--- config.mk ---
export PLATFORM = sky130hd
export DESIGN_NAME = lbct_ctrl
export DESIGN_NICKNAME = d
export VERILOG_FILES = /design/src/verilog/lbct_pkg.sv /design/src/verilog/lbct_sync_if.sv /design/src/verilog/lbct_ctrl.sv /design/src/verilog/lbct_pin_sync.sv
export VERILOG_INCLUDE_DIRS = /design/src /design/src/verilog
export SDC_FILE = /design/constraint.sdc
export NUM_CORES = 1
export LEC_CHECK = 0
export BUFFER_PORTS_ARGS = -buffer_cell sky130_fd_sc_hd__buf_2
export CELL_PAD_IN_SITES_DETAIL_PLACEMENT = 0
export CELL_PAD_IN_SITES_GLOBAL_PLACEMENT = 1
export CORE_MARGIN = 4
export CORE_UTILIZATION = 25
export DETAILED_ROUTE_END_ITERATION = 6
export PLACE_DENSITY = 0.5
export SETUP_SLACK_MARGIN = 0.4
export SLEW_MARGIN = 20
export SYNTH_ARGS = -nofsm -noshare
export SYNTH_HDL_FRONTEND = slang
export SYNTH_SLANG_ARGS = --single-unit
--- constraint.sdc ---
create_clock -name sys_clk -period 1.49 [get_ports sys_clk]
set_clock_uncertainty 0.15 [all_clocks]
set_input_delay 0.0745 -clock sys_clk [delete_from_list [all_inputs] [get_ports sys_clk]]
set_output_delay 0.0745 -clock sys_clk [all_outputs]
set_load 0.02 [all_outputs]
--- src/verilog/lbct_map.svh ---
// Constants for the local bus command timing block
`ifndef LBCT_MAP_SVH
`define LBCT_MAP_SVH
`define LBCT_PH_FIRST    1'b0
`define LBCT_PH_SECOND   1'b1
`define LBCT_CMD_IDLE    1'b1
`define LBCT_DIR_TX      1'b1
`define LBCT_DIR_RX      1'b0
`define LBCT_PIN_W       3
`define LBCT_PIN_ASYNC_READY_INPUT    0
`define LBCT_PIN_SYNC_READY_INPUT    1
`define LBCT_PIN_DLY     2
`define LBCT_PIN_RST     3'h3
`endif

--- src/verilog/lbct_pkg.sv ---
// Types for the local bus command timing block
package lbct_pkg;
   // Bus cycle states
   typedef enum logic [1:0] {
      LBCT_IDLE,
      LBCT_STATUS,
      LBCT_COMMAND
   } lbct_state_t;
   // Kinds of bus cycle
   typedef enum logic [2:0] {
      LBCT_MEM_RD,
      LBCT_MEM_WR,
      LBCT_IO_RD,
      LBCT_IO_WR,
      LBCT_INTERRUPT_ACKNOWLEDGE_CYCLE
   } lbct_kind_t;
endpackage : lbct_pkg

--- src/verilog/lbct_sync_if.sv ---
// Carrier between the controller and its pin synchroniser
`timescale 1ns/1ps
`default_nettype none
interface lbct_sync_if #(parameter int W = 3);
   logic [W-1:0] raw;    // Pin levels as they arrive
   logic [W-1:0] clean;  // Settled levels on sys_clk
   modport sync (input raw, output clean);
   modport user (output raw, input clean);
endinterface : lbct_sync_if
`default_nettype wire

--- src/verilog/lbct_ctrl.sv ---
// Local bus command, ready and transceiver sequencing controller
//
// Summary of operation
// [RL1] Command strobe turns on entering command state
// [RL2] Command strobe turns off leaving final command state
// [RL3] Delay input postpones command, cycle length unchanged
// [RL4] Each wait keeps command two more clocks
// [RL5] Ready comes from address decode, maybe commands
// [RL6] Async ready never gated by a command
// [RL7] Zero-wait sync ready only undelayed command
// [RL8] With waits, ready may use delayed command
// [RL9] Each wait gives ready logic two clocks
// [RL10] Read command turns on early in command
// [RL11] Read: direction receive first, enable afterwards
// [RL12] Each read wait widens data windows two clocks
// [RL13] Interrupt acknowledge runs two back-to-back cycles
// [RL14] Direction back to transmit after reads only
// [RL15] Write enables transceiver before write command
// [RL16] No ready at command end repeats command
`timescale 1ns/1ps
`default_nettype none
`include "lbct_map.svh"
module lbct_ctrl
   import lbct_pkg::*;
(
   // Clock and reset
   input  wire logic       sys_clk,
   input  wire logic       rst_b,
   // Cycle request from the processor side
   input  wire logic       cycle_request,
   input  wire lbct_kind_t cycle_kind,
   // Pins from the far side, active low ready
   input  wire logic       async_ready_input_b,
   input  wire logic       sync_ready_input_b,
   input  wire logic       command_delay_input,
   // Command strobes, active low
   output logic            memory_read_strobe_b,
   output logic            memory_write_strobe_b,
   output logic            io_read_strobe_b,
   output logic            io_write_strobe_b,
   output logic            interrupt_acknowledge_cycle_b,
   // Data transceiver control
   output logic            transceiver_direction,
   output logic            transceiver_enable,
   // Cycle status
   output logic            bus_busy,
   output logic            cycle_done
);
   lbct_state_t state;        // Current bus state
   lbct_state_t next_state;   // Next bus state
   logic        ph;           // Clock within a state
   logic        next_ph;      // Next clock within a state
   lbct_kind_t  kind;         // Kind of the running cycle
   lbct_kind_t  next_kind;    // Next kind
   logic        dly;          // Command delay taken for this cycle
   logic        next_dly;     // Next delay flag
   logic        second;       // Second acknowledge cycle running
   logic        next_second;  // Next second flag
   logic        cmd;          // Command active, active high
   logic        next_cmd;     // Next command level
   logic        next_dir;     // Next transceiver direction
   logic        next_en;      // Next transceiver enable
   logic        next_done;    // Next completion pulse
   logic        is_read;      // Running cycle takes data in
   logic        ready;        // Either ready input active
   lbct_sync_if #(.W(`LBCT_PIN_W)) pins ();  // Synchroniser carrier

   // Bring pin inputs onto sys_clk
   assign pins.raw[`LBCT_PIN_ASYNC_READY_INPUT] = async_ready_input_b;
   assign pins.raw[`LBCT_PIN_SYNC_READY_INPUT] = sync_ready_input_b;
   assign pins.raw[`LBCT_PIN_DLY]  = command_delay_input;

   lbct_pin_sync #(
      .W       (`LBCT_PIN_W),
      .RST_VAL (`LBCT_PIN_RST)
   ) u_sync (
      .sys_clk (sys_clk),
      .rst_b   (rst_b),
      .pins    (pins)
   );

   // Far side builds ready from decode; either ready input ends the cycle [RL5] [RL6]
   assign ready   = !pins.clean[`LBCT_PIN_ASYNC_READY_INPUT] || !pins.clean[`LBCT_PIN_SYNC_READY_INPUT];
   // Acknowledge cycles read the vector like a read
   assign is_read = (kind == LBCT_MEM_RD) || (kind == LBCT_IO_RD) || (kind == LBCT_INTERRUPT_ACKNOWLEDGE_CYCLE);

   // Sequencer next values
   always_comb begin
      next_state  = state;
      next_ph     = ph;
      next_kind   = kind;
      next_dly    = dly;
      next_second = second;
      next_cmd    = cmd;
      next_dir    = transceiver_direction;
      next_en     = transceiver_enable;
      next_done   = 1'b0;
      case (state)
         LBCT_IDLE: begin
            // Take a new cycle only while idle
            if (cycle_request) begin
               next_state  = LBCT_STATUS;
               next_ph     = `LBCT_PH_FIRST;
               next_kind   = cycle_kind;
               next_second = 1'b0;
            end
         end
         LBCT_STATUS: begin
            if (ph == `LBCT_PH_FIRST) begin
               next_ph = `LBCT_PH_SECOND;
               if (is_read) begin
                  next_dir = `LBCT_DIR_RX;  // [RL11]
               end else begin
                  next_en = 1'b1;  // [RL15]
               end
            end else begin
               // Enter command state; delay only moves the strobe [RL3]
               next_ph    = `LBCT_PH_FIRST;
               next_state = LBCT_COMMAND;
               next_dly   = pins.clean[`LBCT_PIN_DLY];
               next_cmd   = !pins.clean[`LBCT_PIN_DLY];  // [RL1] [RL10]
               if (is_read) begin
                  next_en = 1'b1;  // [RL11]
               end
            end
         end
         LBCT_COMMAND: begin
            if (ph == `LBCT_PH_FIRST) begin
               next_ph  = `LBCT_PH_SECOND;
               next_cmd = 1'b1;  // [RL3]
            end else begin
               next_ph = `LBCT_PH_FIRST;
               if (ready) begin
                  // Final command state ends [RL2]
                  next_cmd  = 1'b0;
                  next_en   = 1'b0;
                  next_dir  = `LBCT_DIR_TX;  // [RL14]
                  next_done = 1'b1;
                  if ((kind == LBCT_INTERRUPT_ACKNOWLEDGE_CYCLE) && !second) begin
                     next_state  = LBCT_STATUS;  // [RL13]
                     next_second = 1'b1;
                  end else begin
                     next_state = LBCT_IDLE;
                  end
               end else begin
                  // Wait state: command held two more clocks [RL16] [RL4] [RL9] [RL12]
                  next_state = LBCT_COMMAND;
                  next_dly   = 1'b0;
               end
            end
         end
         default: begin
            next_state = LBCT_IDLE;
            next_cmd   = 1'b0;
            next_en    = 1'b0;
            next_dir   = `LBCT_DIR_TX;
         end
      endcase
   end

   // Sequencer registers, strobes decoded from the next command level
   always_ff @(posedge sys_clk) begin
      if (!rst_b) begin
         state                         <= LBCT_IDLE;
         ph                            <= `LBCT_PH_FIRST;
         kind                          <= LBCT_MEM_RD;
         dly                           <= 1'b0;
         second                        <= 1'b0;
         cmd                           <= 1'b0;
         transceiver_direction         <= `LBCT_DIR_TX;
         transceiver_enable            <= 1'b0;
         cycle_done                    <= 1'b0;
         bus_busy                      <= 1'b0;
         memory_read_strobe_b          <= `LBCT_CMD_IDLE;
         memory_write_strobe_b         <= `LBCT_CMD_IDLE;
         io_read_strobe_b              <= `LBCT_CMD_IDLE;
         io_write_strobe_b             <= `LBCT_CMD_IDLE;
         interrupt_acknowledge_cycle_b <= `LBCT_CMD_IDLE;
      end else begin
         state                         <= next_state;
         ph                            <= next_ph;
         kind                          <= next_kind;
         dly                           <= next_dly;
         second                        <= next_second;
         cmd                           <= next_cmd;
         transceiver_direction         <= next_dir;
         transceiver_enable            <= next_en;
         cycle_done                    <= next_done;
         bus_busy                      <= (next_state != LBCT_IDLE);
         memory_read_strobe_b          <= !(next_cmd && (next_kind == LBCT_MEM_RD));
         memory_write_strobe_b         <= !(next_cmd && (next_kind == LBCT_MEM_WR));
         io_read_strobe_b              <= !(next_cmd && (next_kind == LBCT_IO_RD));
         io_write_strobe_b             <= !(next_cmd && (next_kind == LBCT_IO_WR));
         interrupt_acknowledge_cycle_b <= !(next_cmd && (next_kind == LBCT_INTERRUPT_ACKNOWLEDGE_CYCLE));
      end
   end

   // Checks on the sequencing
   logic in_cmd;  // Command state flag for the checks
   logic is_wr;   // Write cycle flag for the checks
   assign in_cmd = (state == LBCT_COMMAND);
   assign is_wr  = (kind == LBCT_MEM_WR) || (kind == LBCT_IO_WR);
endmodule : lbct_ctrl
`default_nettype wire

--- src/verilog/lbct_pin_sync.sv ---
// Three-stage pin synchroniser with agreement filter
`timescale 1ns/1ps
`default_nettype none
module lbct_pin_sync #(
   parameter int         W       = 3,
   parameter logic [W-1:0] RST_VAL = '1
) (
   // Clock and reset
   input  wire logic sys_clk,
   input  wire logic rst_b,
   // Pin side and settled side
   lbct_sync_if.sync pins
);
   logic [W-1:0] s1;          // First stage, read only by s2
   logic [W-1:0] s2;          // Second stage
   logic [W-1:0] s3;          // Third stage
   logic [W-1:0] clean;       // Accepted level
   logic [W-1:0] next_clean;  // Next accepted level

   // A bit changes once stages two and three agree
   always_comb begin
      for (int i = 0; i < W; i++) begin
         next_clean[i] = (s2[i] == s3[i]) ? s3[i] : clean[i];
      end
   end

   // Register the chain
   always_ff @(posedge sys_clk) begin
      if (!rst_b) begin
         s1    <= RST_VAL;
         s2    <= RST_VAL;
         s3    <= RST_VAL;
         clean <= RST_VAL;
      end else begin
         s1    <= pins.raw;
         s2    <= s1;
         s3    <= s2;
         clean <= next_clean;
      end
   end

   assign pins.clean = clean;
endmodule : lbct_pin_sync
`default_nettype wire

==> impl_metrics.py <==
metrics = {
    "cts": {
        "clockRootBuffer": "clkbuf_8",
        "cts_sinks": 29,
        "h-tree-depth": 2,
        "clk_path_buf_depth": 2,
        "cts_made_buffers": 5,
        "cts_tree": "built",
        "insertion_delay_ns": 0.27,
        "clk_pin_slew_ns": 0.06,
    },
    "synth": {
        "syn_inst": 119,
        "avgSynthCellArea_um2": 9.55,
        "seq_area_frac_synth_pct": 51.1,
        "yosys_warnings": 0,
        "synth-seq-cells": 29,
        "syn_nets": 132,
        "synth_area_um2": 1140,
        "ys_types": 31,
    },
    "worst_hold_path": {
        "worstHoldStart": "cycle_kind[0]",
        "hold_path_class": "input port to flop",
    },
    "global_route": {
        "grt_use_total_pct": 10.4,
        "grt_pass1_vias": 964,
        "grt_start_max_net_pins": 21,
        "antenna_found_initial": 0,
        "grt_pass1_wl_um": 4420,
        "gr-total-overflow": 0,
    },
    "sta": {
        "worst_slew_pin_slew_ns": 0.298,
        "hold_viol": 0,
        "layout_setup_ws_ns": -0.0450,
        "relSlewSlack_pct": 80.0,
        "tns_ns": -0.0709,
        "drv_slew": 0,
        "min_period_ns": 1.54,
        "period_share_pct": 103,
        "max_freq_ghz": 0.651,
        "final-setup-viol-count": 3,
        "rsz0062_at_grt": "true",
    },
    "die": {
        "die_area_um2": 5690,
        "core_area_um2": 4380,
        "rows": 24,
        "initial_utilization_pct": 25.9,
        "fp.dieW_um": 75.4,
        "die_h_um": 75.4,
        "ioPinCount": 18,
    },
    "power": {
        "intPower_w": 0.00133,
        "irDropWorstVdd_v": 0.000404,
        "p_sw_w": 0.000446,
        "combPwrFrac_pct": 16.9,
        "power.density_nw_per_um2": 1040,
        "switching_share_pct": 25.1,
        "p_leak_nw": 0.660,
        "seq_power_share_pct": 47.4,
        "clkPwrFrac_pct": 35.7,
    },
    "cells_and_area": {
        "post-route-util_pct": 38.8,
        "area_growth_pct": 49.9,
        "drive_above_1_share_pct": 36.8,
        "fin_nets": 176,
        "diodes": 0,
    },
    "routing": {
        "num_vias": 972,
        "drt_iter0_markers": 32,
        "detail_route.wl_per_cell_um": 11.8,
        "wl_um": 2530,
        "ant_nets": 0,
        "first_pass_iters": 2,
        "avgViaCountPerCell": 4.52,
        "drc": 0,
    },
    "critical_path": {
        "crit_required_ns": 1.54,
        "startpoint": "state[1]",
        "end_kind": "flop",
        "critPathArrivalTime_ns": 1.59,
        "critPathKind": "flop to flop",
        "critPathLaunchType": "flop",
        "reg2reg_from": "state[1]",
        "cp_max_fo": 6,
    },
    "flow_run": {
        "maxCapViolCount": 0,
    },
    "placement": {
        "hpwl_um": 1760,
        "numPortBuffers": 17,
        "place_congestion": 0.827,
    },
    "run_status": {
        "outcome": "finished, violations left",
        "violations": "setup timing",
    },
}
==> cell usage in the layout (no fill, tap or decap), types with 2 or more instances in the layout <==
| master | netlist | layout |
|---|---|---|
| o31ai_1 | 3 | 2 |
| nor2_2 | 0 | 2 |
| nand3_1 | 7 | 7 |
| nor2_1 | 11 | 8 |
| buf_4 | 0 | 12 |
| nand2b_1 | 10 | 10 |
| nand3b_1 | 4 | 4 |
| clkbuf_8 | 0 | 6 |
| buf_6 | 0 | 2 |
| inv_4 | 0 | 3 |
| dlygate4sd3_1 | 0 | 10 |
| o21ai_0 | 8 | 8 |
| ha_4 | 0 | 3 |
| o221a_2 | 2 | 2 |
| a21oi_1 | 4 | 4 |
| and2_1 | 3 | 3 |
| nand2_1 | 7 | 6 |
| dfxtp_1 | 29 | 26 |
| a21boi_0 | 3 | 2 |
| dfxtp_4 | 0 | 2 |
| buf_2 | 2 | 17 |
| a21boi_1 | 1 | 2 |
==> synth_stat cells <==
| cell type | n | share of area [%] |
|---|---|---|
| nand2b_1 | 10 | 5.5 |
| or4b_1 | 1 | 0.88 |
| a21boi_0 | 3 | 2.0 |
| and2_1 | 3 | 1.7 |
| a31oi_1 | 1 | 0.55 |
| a21boi_1 | 1 | 0.66 |
| clkbuf_1 | 2 | 0.66 |
| nand3_1 | 7 | 3.1 |
| and4_1 | 1 | 0.77 |
| nor4b_1 | 1 | 0.77 |
| dfxtp_1 | 29 | 51 |
| nor2_1 | 11 | 3.6 |
| and3_1 | 1 | 0.55 |
| nand2_1 | 7 | 2.3 |
| a21oi_1 | 4 | 1.8 |
| buf_2 | 2 | 0.88 |
| o311a_1 | 1 | 0.88 |
| a21o_1 | 1 | 0.66 |
| nand4_1 | 1 | 0.55 |
| o31ai_1 | 3 | 2.0 |
| nor2b_1 | 2 | 1.1 |
| xnor2_1 | 1 | 0.77 |
| o221a_2 | 2 | 2.0 |
| a31oi_2 | 1 | 1.1 |
| inv_1 | 4 | 1.3 |
| ha_1 | 4 | 4.4 |
| mux2i_1 | 1 | 0.88 |
| o21ai_0 | 8 | 3.5 |
| a311oi_1 | 1 | 0.77 |
| nand3b_1 | 4 | 2.6 |
| o211ai_1 | 1 | 0.66 |
==> timing repair <==
action | 4_1_cts | 5_1_grt
hold endpoints to repair | 11 | 0
pin swaps | 9 | 2
resized for setup | 19 | 4
setup buffers | 2 | 1
hold buffers | 10 | 0
endpoints found under the setup margin | 17 | 17
==> critical path, stage by stage, from the launching register on <==
cell and delay, ns:
dfxtp_4 0.39, inv_4 0.05, ha_4 0.18, inv_4 0.06
nor2_2 0.04, or4b_1 0.46, a21boi_1 0.13
==> through the flow <==
| step | setup slack (ns) | hold WS [ns] | area (µm²) | total power (W) | std cells |
|---|---|---|---|---|---|
| 2_1_floorplan | 0.0345 | 0.0260 | 1180 | 0.00100 | 119 |
| 3_3_place_gp | -0.0569 | 0.109 | 1390 | 0.00109 | 195 |
| 3_5_place_dp | -0.127 | 0.112 | 1390 | 0.00110 | 195 |
| 4_1_cts | -0.0629 | -0.00868 | 1690 | 0.00179 | 214 |
| 5_1_grt | -0.113 | 0.0279 | 1700 | 0.00188 | 215 |
| 6_report | -0.0450 | 0.00115 | 1700 | 0.00178 | 215 |
==> final timing paths <==
path	slack (ns)	end	cells past startpoint
worst min-delay path	0.001	io_read_strobe_b	4
worst max register to register	-0.05	ph	6
worst min register to register	0.26	u_sync.s2[0]	1
worst max-delay path	-0.05	ph	6
==> logic make-up (layout without fill, tap and decap cells) <==
group / after synthesis / after routing / synth area share, %
DFF: 29 / 29 / 51.1
AOI/OAI and AO/OA: 27 / 27 / 16.5
adders and majority gates: 4 / 4 / 4.41
buffers and inverters: 8 / 52 / 2.86
muxes: 1 / 1 / 0.881
xor gates and xnor gates: 1 / 1 / 0.771
and+or+nand+nor: 49 / 49 / 23.5
==> routing by layer <==
layer / share of wire [%] / routed length [µm] / vias up / global-route usage (%)
met4: 0.95 / 24 / 0 / 2.91
met1: 47 / 1180 / 439 / 12.7
met3: 5.9 / 150 / 4 / 4.88
li1: - / - / 511 / -
met5: 0 / 0 / - / 0
met2: 46 / 1180 / 18 / 16.5
==> cell type report <==
type | count | area (µm²)
inverters | 4 | 22.5
fillers | 446 | 2680
flip-flops and latches | 29 | 589
repair buffers | 41 | 298
clock buffers | 7 | 86.3
multi-input cells | 82 | 642
well taps | 52 | 65.1
==> sequential cells by signal, indices dropped and copies added, names as in the netlist, 2 cells and up <==
signal	count
state	2
u_sync.s2	3
kind	3
u_sync.pins.clean	3
u_sync.s1	3
u_sync.s3	3
==> power by group through the flow <==
stage / clock [W] / sequential [W] / combinational (W)
6_report: 0.000634 / 0.000843 / 0.000301
5_1_grt: 0.000697 / 0.000849 / 0.000333
4_1_cts: 0.000656 / 0.000843 / 0.000293
3_5_place_dp: 0 / 0.000855 / 0.000242
3_3_place_gp: 0 / 0.000853 / 0.000238
2_1_floorplan: 0 / 0.000857 / 0.000147
No activity file was read; power rests on OpenSTA's default activity.
